**src/dabs_pkg.sv**
```systemverilog
// constants and carrier types for the dual converter output bus block
package dabs_pkg;

  // ----------------------------------------------------------------
  // word widths
  // ----------------------------------------------------------------
  localparam int unsigned DABS_WORD_W = 10;

  // ----------------------------------------------------------------
  // latency in half periods of the conversion clock
  // ----------------------------------------------------------------
  localparam int unsigned DABS_LAT_I_HALF = 5;
  localparam int unsigned DABS_LAT_Q_HALF = 6;
  // falling-edge stages before the first-channel word leaves
  localparam int unsigned DABS_PIPE_DEPTH = DABS_LAT_I_HALF / 2 + 1;
  localparam int unsigned DABS_PIPE_LAST = DABS_PIPE_DEPTH - 1;

  // ----------------------------------------------------------------
  // conversion clock range expected from the clock source
  // ----------------------------------------------------------------
  localparam int unsigned DABS_SYS_CLK_HZ = 200_000_000;
  localparam int unsigned DABS_CONV_MIN_HZ = 1_000_000;
  localparam int unsigned DABS_CONV_MAX_HZ = 30_000_000;
  localparam int unsigned DABS_CONV_RATED_HZ = 20_000_000;
  // shortest conversion clock period in system cycles, rounded down
  localparam int unsigned DABS_CONV_MIN_PERIOD_CYC = DABS_SYS_CLK_HZ / DABS_CONV_MAX_HZ;

  // ----------------------------------------------------------------
  // reset values
  // ----------------------------------------------------------------
  localparam logic [DABS_WORD_W-1:0] DABS_WORD_RST = 10'h000;
  localparam logic [DABS_WORD_W-1:0] DABS_BUS_LOW = 10'h000;

  // ----------------------------------------------------------------
  // carrier types
  // ----------------------------------------------------------------
  typedef logic [DABS_WORD_W-1:0] dabs_word_t;

  typedef struct packed {
    dabs_word_t i_word;
    dabs_word_t q_word;
  } dabs_pair_t;

  localparam dabs_pair_t DABS_PAIR_RST = '{i_word: DABS_WORD_RST, q_word: DABS_WORD_RST};

  typedef struct packed {
    logic rise;
    logic fall;
  } dabs_edge_t;

endpackage

```
**src/dabs_edge_detect.sv**
```systemverilog
// rising and falling edge detector for the conversion clock input
module dabs_edge_detect
  import dabs_pkg::*;
(
  // system
  input wire logic clk_sys,
  input wire logic reset,
  // sampled level
  input wire logic level_in,
  // edges
  output dabs_edge_t edge_out
);

  logic prev_ff;

  always_ff @(posedge clk_sys or posedge reset)
  begin
    if (reset)
    begin
      prev_ff <= 1'b0;
    end
    else
    begin
      prev_ff <= level_in;
    end
  end

  // input is synchronous to clk_sys, so no synchroniser stage is needed
  assign edge_out.rise = level_in & ~prev_ff;
  assign edge_out.fall = ~level_in & prev_ff;

endmodule

```
**src/dabs_core.sv**
```systemverilog
// sampling pipeline and output bus arrangement of the dual converter
// ----------------------------------------------------------------
// What this block does
// one clock times both converter channels
// both channels sampled on clock falling edge
// select high: each channel on own bus
// select low: both channels interleaved on bus one
// select low: second bus held all low
// source supplies 1 to 30 MHz clock
// latency 2.5 cycles, second channel multiplexed 3.0
// multiplexed: first after rise, second after fall
// converts every cycle while sleep and idle low
// each channel word is ten bits
// ----------------------------------------------------------------
module dabs_core
  import dabs_pkg::*;
(
  // system
  input wire logic clk_sys,
  input wire logic reset,
  // conversion clock and controls
  input wire logic conv_clk,
  input wire logic bus_layout_select,
  input wire logic sleep_request,
  input wire logic quick_idle_request,
  // digitised channel inputs
  input wire dabs_pair_t analog_in,
  // output buses
  output dabs_word_t bus_i_ff,
  output dabs_word_t bus_q_ff,
  output logic q_on_bus_ff
);

  // ----------------------------------------------------------------
  // conversion clock edges
  // ----------------------------------------------------------------
  dabs_edge_t conv_edge;
  logic run;

  // a single conversion clock drives both channel pipelines
  dabs_edge_detect u_edge (
    .clk_sys(clk_sys),
    .reset(reset),
    .level_in(conv_clk),
    .edge_out(conv_edge)
  );

  // either low-power request freezes the pipeline; outputs keep the last result, except that a low select still clears the second bus
  assign run = ~sleep_request & ~quick_idle_request;

  // ----------------------------------------------------------------
  // qualified edges
  // ----------------------------------------------------------------
  // an edge only counts while the converter is awake
  function automatic logic live_edge(input logic edge_seen, input logic awake);
    live_edge = edge_seen & awake;
  endfunction

  // ----------------------------------------------------------------
  // sampling pipeline
  // ----------------------------------------------------------------
  dabs_pair_t pipe_ff [DABS_PIPE_DEPTH];

  always_ff @(posedge clk_sys or posedge reset)
  begin
    if (reset)
    begin
      for (int k = 0; k < DABS_PIPE_DEPTH; k++)
      begin
        pipe_ff[k] <= DABS_PAIR_RST;
      end
    end
    else if (run && conv_edge.fall)
    begin
      // both ten-bit words captured together on the same edge
      pipe_ff[0] <= analog_in;
      for (int k = 1; k < DABS_PIPE_DEPTH; k++)
      begin
        pipe_ff[k] <= pipe_ff[k-1];
      end
    end
  end

  // ----------------------------------------------------------------
  // first bus
  // ----------------------------------------------------------------
  always_ff @(posedge clk_sys or posedge reset)
  begin
    if (reset)
    begin
      bus_i_ff <= DABS_WORD_RST;
    end
    else if (run && conv_edge.rise)
    begin
      // third rise after sampling: 2.5 periods in both modes
      bus_i_ff <= pipe_ff[DABS_PIPE_LAST].i_word;
    end
    else if (run && conv_edge.fall && !bus_layout_select)
    begin
      // last stage still holds the word before this shift: 3.0 periods
      bus_i_ff <= pipe_ff[DABS_PIPE_LAST].q_word;
    end
  end

  // ----------------------------------------------------------------
  // second bus and channel marker
  // ----------------------------------------------------------------
  always_ff @(posedge clk_sys or posedge reset)
  begin
    if (reset)
    begin
      bus_q_ff <= DABS_BUS_LOW;
    end
    else if (!bus_layout_select)
    begin
      // cleared even while asleep, so the lines stay low all through the mode
      bus_q_ff <= DABS_BUS_LOW;
    end
    else if (run && conv_edge.rise)
    begin
      bus_q_ff <= pipe_ff[DABS_PIPE_LAST].q_word;
    end
  end

  always_ff @(posedge clk_sys or posedge reset)
  begin
    if (reset)
    begin
      q_on_bus_ff <= 1'b0;
    end
    else if (run && conv_edge.rise)
    begin
      q_on_bus_ff <= 1'b0;
    end
    else if (run && conv_edge.fall)
    begin
      q_on_bus_ff <= ~bus_layout_select;
    end
  end

  // ----------------------------------------------------------------
  // assertions
  // ----------------------------------------------------------------
  a_sample_both: assert property (@(posedge clk_sys) disable iff (reset)
    run && conv_edge.fall |=> pipe_ff[0] == $past(analog_in))
    else $error("channels not sampled together on falling edge");

  a_pipe_shift: assert property (@(posedge clk_sys) disable iff (reset)
    run && conv_edge.fall |=> pipe_ff[1] == $past(pipe_ff[0]) && pipe_ff[2] == $past(pipe_ff[1]))
    else $error("pipeline did not advance");

  a_no_rise_sample: assert property (@(posedge clk_sys) disable iff (reset)
    conv_edge.rise |=> $stable(pipe_ff[0]))
    else $error("sample taken on rising edge");

  a_par_i_out: assert property (@(posedge clk_sys) disable iff (reset)
    run && conv_edge.rise && bus_layout_select
    |=> bus_i_ff == $past(pipe_ff[DABS_PIPE_LAST].i_word) && bus_q_ff == $past(pipe_ff[DABS_PIPE_LAST].q_word))
    else $error("parallel buses not updated on rising edge");

  a_mux_q_out: assert property (@(posedge clk_sys) disable iff (reset)
    run && conv_edge.fall && !bus_layout_select
    |=> bus_i_ff == $past(pipe_ff[DABS_PIPE_LAST].q_word) && q_on_bus_ff)
    else $error("second channel not placed on first bus");

  a_mux_q_low: assert property (@(posedge clk_sys) disable iff (reset)
    !bus_layout_select ##1 !bus_layout_select |-> bus_q_ff == DABS_BUS_LOW)
    else $error("second bus not low in multiplexed mode");

  a_hold_idle: assert property (@(posedge clk_sys) disable iff (reset)
    !run |=> $stable(bus_i_ff) && $stable(pipe_ff[0]))
    else $error("outputs changed while idle");

  a_rise_marker: assert property (@(posedge clk_sys) disable iff (reset)
    run && conv_edge.rise |=> !q_on_bus_ff [*1] ##0 $stable(pipe_ff[0]))
    else $error("marker not cleared after rising edge");

  a_par_fall_hold: assert property (@(posedge clk_sys) disable iff (reset)
    live_edge(conv_edge.fall, run) && bus_layout_select |=> $stable(bus_i_ff) && !q_on_bus_ff)
    else $error("first bus moved on a falling edge in parallel mode");

  a_q_bus_hold: assert property (@(posedge clk_sys) disable iff (reset)
    bus_layout_select && !live_edge(conv_edge.rise, run) |=> $stable(bus_q_ff))
    else $error("second bus moved without a rising edge");

  a_mux_i_out: assert property (@(posedge clk_sys) disable iff (reset)
    live_edge(conv_edge.rise, run) && !bus_layout_select
    |=> bus_i_ff == $past(pipe_ff[DABS_PIPE_LAST].i_word) && !q_on_bus_ff && bus_q_ff == DABS_BUS_LOW)
    else $error("first channel not placed on first bus");

  a_no_edge_hold: assert property (@(posedge clk_sys) disable iff (reset)
    !live_edge(conv_edge.rise, run) && !live_edge(conv_edge.fall, run) |=> $stable(bus_i_ff) && $stable(q_on_bus_ff))
    else $error("first bus moved without a live edge");

  a_marker_mux: assert property (@(posedge clk_sys) disable iff (reset)
    $rose(q_on_bus_ff) |-> !$past(bus_layout_select) && $past(conv_edge.fall) && $past(run))
    else $error("marker raised outside a multiplexed falling edge");

  a_sample_steady: assert property (@(posedge clk_sys) disable iff (reset)
    !live_edge(conv_edge.fall, run) |=> $stable(pipe_ff[0]) && $stable(pipe_ff[DABS_PIPE_LAST]))
    else $error("pipeline moved without a falling edge");

  a_shared_clock: assert property (@(posedge clk_sys) disable iff (reset)
    $past(bus_layout_select) && $changed(bus_q_ff) |-> $past(conv_edge.rise) && $past(run))
    else $error("second bus updated off the shared clock edge");

  a_run_freeze_q: assert property (@(posedge clk_sys) disable iff (reset)
    !run && bus_layout_select |=> $stable(bus_q_ff))
    else $error("second bus changed while idle");

  c_par_out: cover property (@(posedge clk_sys) disable iff (reset)
    run && bus_layout_select && conv_edge.rise);

  c_mux_q: cover property (@(posedge clk_sys) disable iff (reset)
    run && !bus_layout_select && conv_edge.fall ##[1:20] conv_edge.rise);

  c_idle_hold: cover property (@(posedge clk_sys) disable iff (reset)
    sleep_request && conv_edge.fall);

  c_mode_switch: cover property (@(posedge clk_sys) disable iff (reset)
    bus_layout_select ##1 !bus_layout_select);

  c_wake_resume: cover property (@(posedge clk_sys) disable iff (reset)
    $fell(quick_idle_request) ##[1:40] run && conv_edge.rise);

endmodule

```
**config.mk**
```make
export PLATFORM = sky130hd
export DESIGN_NAME = dabs_core
export DESIGN_NICKNAME = d
export VERILOG_FILES = /design/src/dabs_pkg.sv /design/src/dabs_edge_detect.sv /design/src/dabs_core.sv
export SDC_FILE = /design/constraint.sdc
export NUM_CORES = 1
export LEC_CHECK = 0
export ABC_AREA = 1
export BUFFER_PORTS_ARGS = -buffer_cell sky130_fd_sc_hd__buf_4
export CAP_MARGIN = 0
export CORE_MARGIN = 4
export CORE_UTILIZATION = 60
export CTS_CLUSTER_DIAMETER = 80
export DETAILED_ROUTE_END_ITERATION = 12
export GPL_TIMING_DRIVEN = 1
export PLACE_DENSITY = 0.83
export SLEW_MARGIN = 20
export SYNTH_ARGS = -nofsm -noshare
export SYNTH_HDL_FRONTEND = slang
export SYNTH_SLANG_ARGS = --single-unit
```
**constraint.sdc**
```tcl
create_clock -name clk_sys -period 3.8 [get_ports clk_sys]
set_input_delay 0.57 -clock clk_sys [delete_from_list [all_inputs] [get_ports clk_sys]]
set_output_delay 0.57 -clock clk_sys [all_outputs]
set_load 0.03 [all_outputs]
```
==> impl_metrics.ini, run 1 <==
[run_status]
status = complete, no violations

[global_routing]
grt_max_degree = 61
grt_pass1_wl_um = 11900
antenna_found_initial = 0
track_usage_pct = 21.0
grt_pass1_vias = 2608
grt_remaining_overflow = 0

[drt]
viasPerCell = 5.40
drt_wl_total_um = 6860
met1_length_um = 3050
ant_nets = 0
vias = 2718
drt_iter0_drc = 184
wl_met2_um = 3290
dr.pass1.iters = 5
drt-wirelength-per-cell_um = 13.6
routed-wl-met3_um = 389
drc_errors = 0
dr.max_layer_used = met4

[power_and_ir_drop]
p_sw_share_pct = 28.3
powerDensity_nw_per_um2 = 571
p_comb_share_pct = 16.6
power.switching_mw = 0.641
p_leak_nw = 2.24
power.internal_mw = 1.62
irDropWorstVdd_v = 0.000334
seq_power_share_pct = 51.4
power_frac_clock_pct = 32.0
p_total_mw = 2.26

[yosys]
synth_top_family_by_area = simple AND/OR/NAND/NOR gates
synth.yosys.seq_area_share_pct = 61.1
synth_simple_gate_area_share_pct = 35.3
syn-num-nets = 417
synth-compound-area-share_pct = 0
synth_area_leaders = dfrtp_1, nand2_1, nand3_1, buf_2, clkbuf_1
netlist_instances = 391
netlist_area_sq_um = 3360
synth_xor_area_share_pct = 0
synth_top_area_cell = dfrtp_1
synthMuxAreaShare_pct = 0
yosysTopAreaCellShare_pct = 61.1
ys_types = 11
ys_ff_latch = 82
avgSynthCellArea_sq_um = 8.59
synth_warnings = 0
synth_adder_area_share_pct = 0

[cts]
ctsResizeCount = 0
clock_latency_ns = 0.34
clock_sinks = 82
clkTransAtPathRegs_ns = 0.08
htree_levels = 3
cts_tree = built
cts_buffers = 9
ctsLongestPathBuffers = 2
cts_setup_buffers = 0
hold_buffers = 0
clockRootBuffer = clkbuf_8

[placed_design]
gp_congestion = 0.829
portBuffers = 46
placedCellCount = 487
dp_hpwl_um = 4490

[worst_setup_path]
critPathCaptureType = register
critPathRequiredTime_ns = 4.08
worst-path-max-fanout = 33
start_kind = register
path_class = register to register
critPathArrivalTime_ns = 2.43

[floorplan]
die_height_um = 82.8
coreArea_sq_um = 5270
initial_core_util_pct = 63.7
die-area_sq_um = 6860
num_rows = 26
ios = 47
dieWidth_um = 82.8

[cells_and_area]
regArea_sq_um = 2050
final_common_cell = nand2_1
fill_cells = 389
area_delta_synth_final_pct = 17.9
final_cell_mix = nand2_1, nand3_1, dfrtp_1
fin_util_pct = 75.2
drive_gt1_share_pct = 16.4
multi_input_area_sq_um = 1190
antennaDiodeCount = 0
final_nets = 454
final_cells = 503

[timing]
slew_viol_final = 0
setup_tns_ns = 0
setup_viol = 0
finalCritPeriodShare_pct = 56.5
clock_skew_ns = 0.00774
hold_slack_ns = 0.307
rsz0062_at_grt = false
final_hold_viol_count = 0
relSlewSlack_pct = 58.1
fin_crit_ns = 2.15
worstMarginPinSlew_ns = 0.627
fmax_ghz = 0.466

[flow_run]
cap_viol_max_count = 0

[min_path]
holdCritPathClass = input port to async pin
## sequential cells by signal (all words and copies together), names as in the netlist
name / flops
q_on_bus_ff: 1
bus_i_ff: 10
bus_q_ff: 10
pipe_ff: 60
u_edge.prev_ff: 1
## per-layer routing
metal | vias up | GRT usage, %
met5 | - | 0
met1 | 1285 | 28.8
li1 | 1331 | -
met3 | 12 | 4.75
met2 | 90 | 32.2
met4 | 0 | 9.66
## worst paths after layout
check | from | end | slack (ns) | cells past startpoint
worst max-delay path | u_edge.prev_ff | bus_i_ff[4] | 1.65 | 5
worst min-delay path | reset | pipe_ff[21] | 0.31 | 2
worst max register to register | u_edge.prev_ff | bus_i_ff[4] | 1.65 | 5
worst min register to register | pipe_ff[44] | pipe_ff[44] | 0.48 | 2
max in group asynchronous | reset | pipe_ff[8] | 2.71 | 3
min in group clk_sys | conv_clk | u_edge.prev_ff | 0.37 | 1
## synthesized netlist by cell type, drive strengths merged
cell type and number:
buf 12, clkbuf 13, dfrtp 82, inv 4, nand2 184, nand3 92, nor2 4
## logic make-up (layout without fill, tap and decap cells)
kind of cell           Yosys count  in the layout
and+or+nand+nor                280            280
buffers and inverters           29             71
DFF                             82             82
## power by group through the flow
| stage | sequential (mW) | clock (mW) | combinational [mW] |
|---|---|---|---|
| 2_1_floorplan | 1.20 | 0 | 0.200 |
| 3_3_place_gp | 1.16 | 0 | 0.365 |
| 3_5_place_dp | 1.17 | 0 | 0.377 |
| 4_1_cts | 1.16 | 0.735 | 0.382 |
| 5_1_grt | 1.18 | 0.771 | 0.428 |
| 6_report | 1.16 | 0.724 | 0.376 |
## worst max-delay path, cell delays in order (launching register included)
cell	delay, ns
dfrtp_1	0.40
nor2_1	0.50
nand2_2	0.54
nand2_1	0.46
nand2_1	0.11
nand2_1	0.07
## layout make-up
type	instances	area share, %
tap	70	2.21
inverter	4	0.379
clock buffer	10	3.22
clock inverter	6	2.65
timing repair buffer	51	9.67
multi-input combinational	280	30.1
sequential	82	51.8
## through the flow
stage | area (sq um) | setup slack (ns)
after floorplan | 3360 | 1.12
after global placement | 3730 | 1.46
after detailed placement | 3730 | 1.40
after CTS | 3960 | 1.68
after global routing | 3960 | 1.43
final | 3960 | 1.65
Power figures use the tool's default switching activity.
==> inputs of run 2 (changes only) <==
CORE_UTILIZATION = 51   (was 60)
PLACE_DENSITY = 0.75   (was 0.83)
clock period = 1.8 ns   (was 3.8 ns; I/O delays follow)
==> impl_metrics.ini, run 2 (synthesis gave the netlist of run 1 again) <==
[worst_setup_path]
start_kind = register
critical_path.max_stage_delay_ns = 0.49
crit_family = buffers and inverters
path_cells = inv_1, nor2_4, nand2_1, buf_4, nand2_1, nand2_1
cp_slowest_cell = buf_4
path_buf_inv = 2
worst-path-max-fanout = 60
path_class = register to register
critPathArrivalTime_ns = 1.68
critPathRequiredTime_ns = 2.09
critPathCaptureType = register
path_common_cell = nand2_1

[cts]
cts_setup_buffers = 0
ctsLongestPathBuffers = 2
clock_sinks = 82
clock_latency_ns = 0.35
clockRootBuffer = clkbuf_8
clkTransAtPathRegs_ns = 0.08
cts_buffers = 9
cts_tree = built
htree_levels = 3
ctsResizeCount = 0
hold_buffers = 1

[global_routing]
track_usage_pct = 19.1
grt_remaining_overflow = 0
antenna_found_initial = 0
grt_pass1_wl_um = 11800
grt_max_degree = 71
grt_pass1_vias = 2585

[floorplan]
coreArea_sq_um = 6390
dieWidth_um = 89.2
die_height_um = 89.2
ios = 47
initial_core_util_pct = 52.6
num_rows = 29
die-area_sq_um = 7950

[cells_and_area]
largest_register_ffs = 60
final_common_cell = nand2_1
final_cell_mix = nand2_1, nand3_1, dfrtp_1
antennaDiodeCount = 0
drive_gt1_share_pct = 16.9
fin_util_pct = 62.6
reg_top3 = pipe_ff (60), bus_i_ff (10), bus_q_ff (10)
regMostFlops = pipe_ff
design_area_sq_um = 4000
fill_cells = 563
final_nets = 458
area_delta_synth_final_pct = 19.0

[timing]
fin_crit_ns = 1.39
rsz0062_at_grt = false
worstMarginPinSlew_ns = 0.586
hold_slack_ns = 0.0648
fmax_ghz = 0.720
finalCritPeriodShare_pct = 77.1
relSlewSlack_pct = 60.8
setup_viol = 0
clock_skew_ns = 0.00857
slew_viol_final = 0
setup_tns_ns = 0
final_hold_viol_count = 0

[min_path]
holdCritPathClass = input port to register

[placed_design]
post_dp_cell_area_sq_um = 3800
dp_hpwl_um = 4340
portBuffers = 46
gp_congestion = 0.779

[flow_run]
cap_viol_max_count = 0

[drt]
ant_nets = 0
drc_errors = 0
viasPerCell = 5.20
drt_iter0_drc = 182
dr.pass1.iters = 4
drt-wirelength-per-cell_um = 13.0
vias = 2672
drt_wl_total_um = 6680

[power_and_ir_drop]
p_sw_share_pct = 29.9
irDropWorstVdd_v = 0.000742
seq_power_share_pct = 54.2
power_frac_clock_pct = 28.1
powerDensity_nw_per_um2 = 1130
power.switching_mw = 1.35
power.internal_mw = 3.15
p_total_mw = 4.50
p_leak_nw = 2.25
p_comb_share_pct = 17.7

[run_status]
status = complete, no violations
-- run 2: layer usage --
layer / vias up / wire, um / track usage, %
li1: 1335 / - / -
met1: 1244 / 3270 / 26.8
met2: 86 / 2880 / 28.7
met3: 7 / 473 / 5.35
met4: 0 / 65 / 6.90
met5: - / 0 / 0
-- run 2: worst paths after layout --
path                                start        endpoint  slack, ns  cells past startpoint
setup / recovery           u_edge.prev_ff     pipe_ff[56]       0.41                      6
hold / removal                   conv_clk  u_edge.prev_ff       0.06                      1
setup reg to reg           u_edge.prev_ff     pipe_ff[56]       0.41                      6
hold reg to reg               pipe_ff[34]     pipe_ff[34]       0.48                      2
max in group asynchronous           reset     pipe_ff[49]       0.70                      4
min in group asynchronous           reset      pipe_ff[1]       0.54                      3
-- run 2: stage by stage --
stage | cells | setup slack, ns
detailed placement | 497 | 0.423
global route | 514 | 0.258
finish | 514 | 0.412
CTS | 514 | 0.413
floorplan | 391 | 0.592
global placement | 497 | 0.442
-- run 2: area by class of cell --
cell class,count,area [sq um],share of cell area [%]
inverter,4,18.8,0.470
sequential,82,2050,51.3
clock inverter,6,57.6,1.44
clock buffer,10,128,3.19
tap,77,96.3,2.41
multi-input combinational,280,1190,29.8
timing repair buffer,55,453,11.3
-- run 2: power groups by stage --
| stage | Clock, mW | Sequential (mW) | Combinational (mW) |
|---|---|---|---|
| 4_1_cts | 1.29 | 2.44 | 0.810 |
| 3_5_place_dp | 0 | 2.48 | 0.805 |
| 3_3_place_gp | 0 | 2.47 | 0.784 |
| 2_1_floorplan | 0 | 2.54 | 0.422 |
| 6_report | 1.26 | 2.44 | 0.797 |
| 5_1_grt | 1.38 | 2.48 | 0.916 |
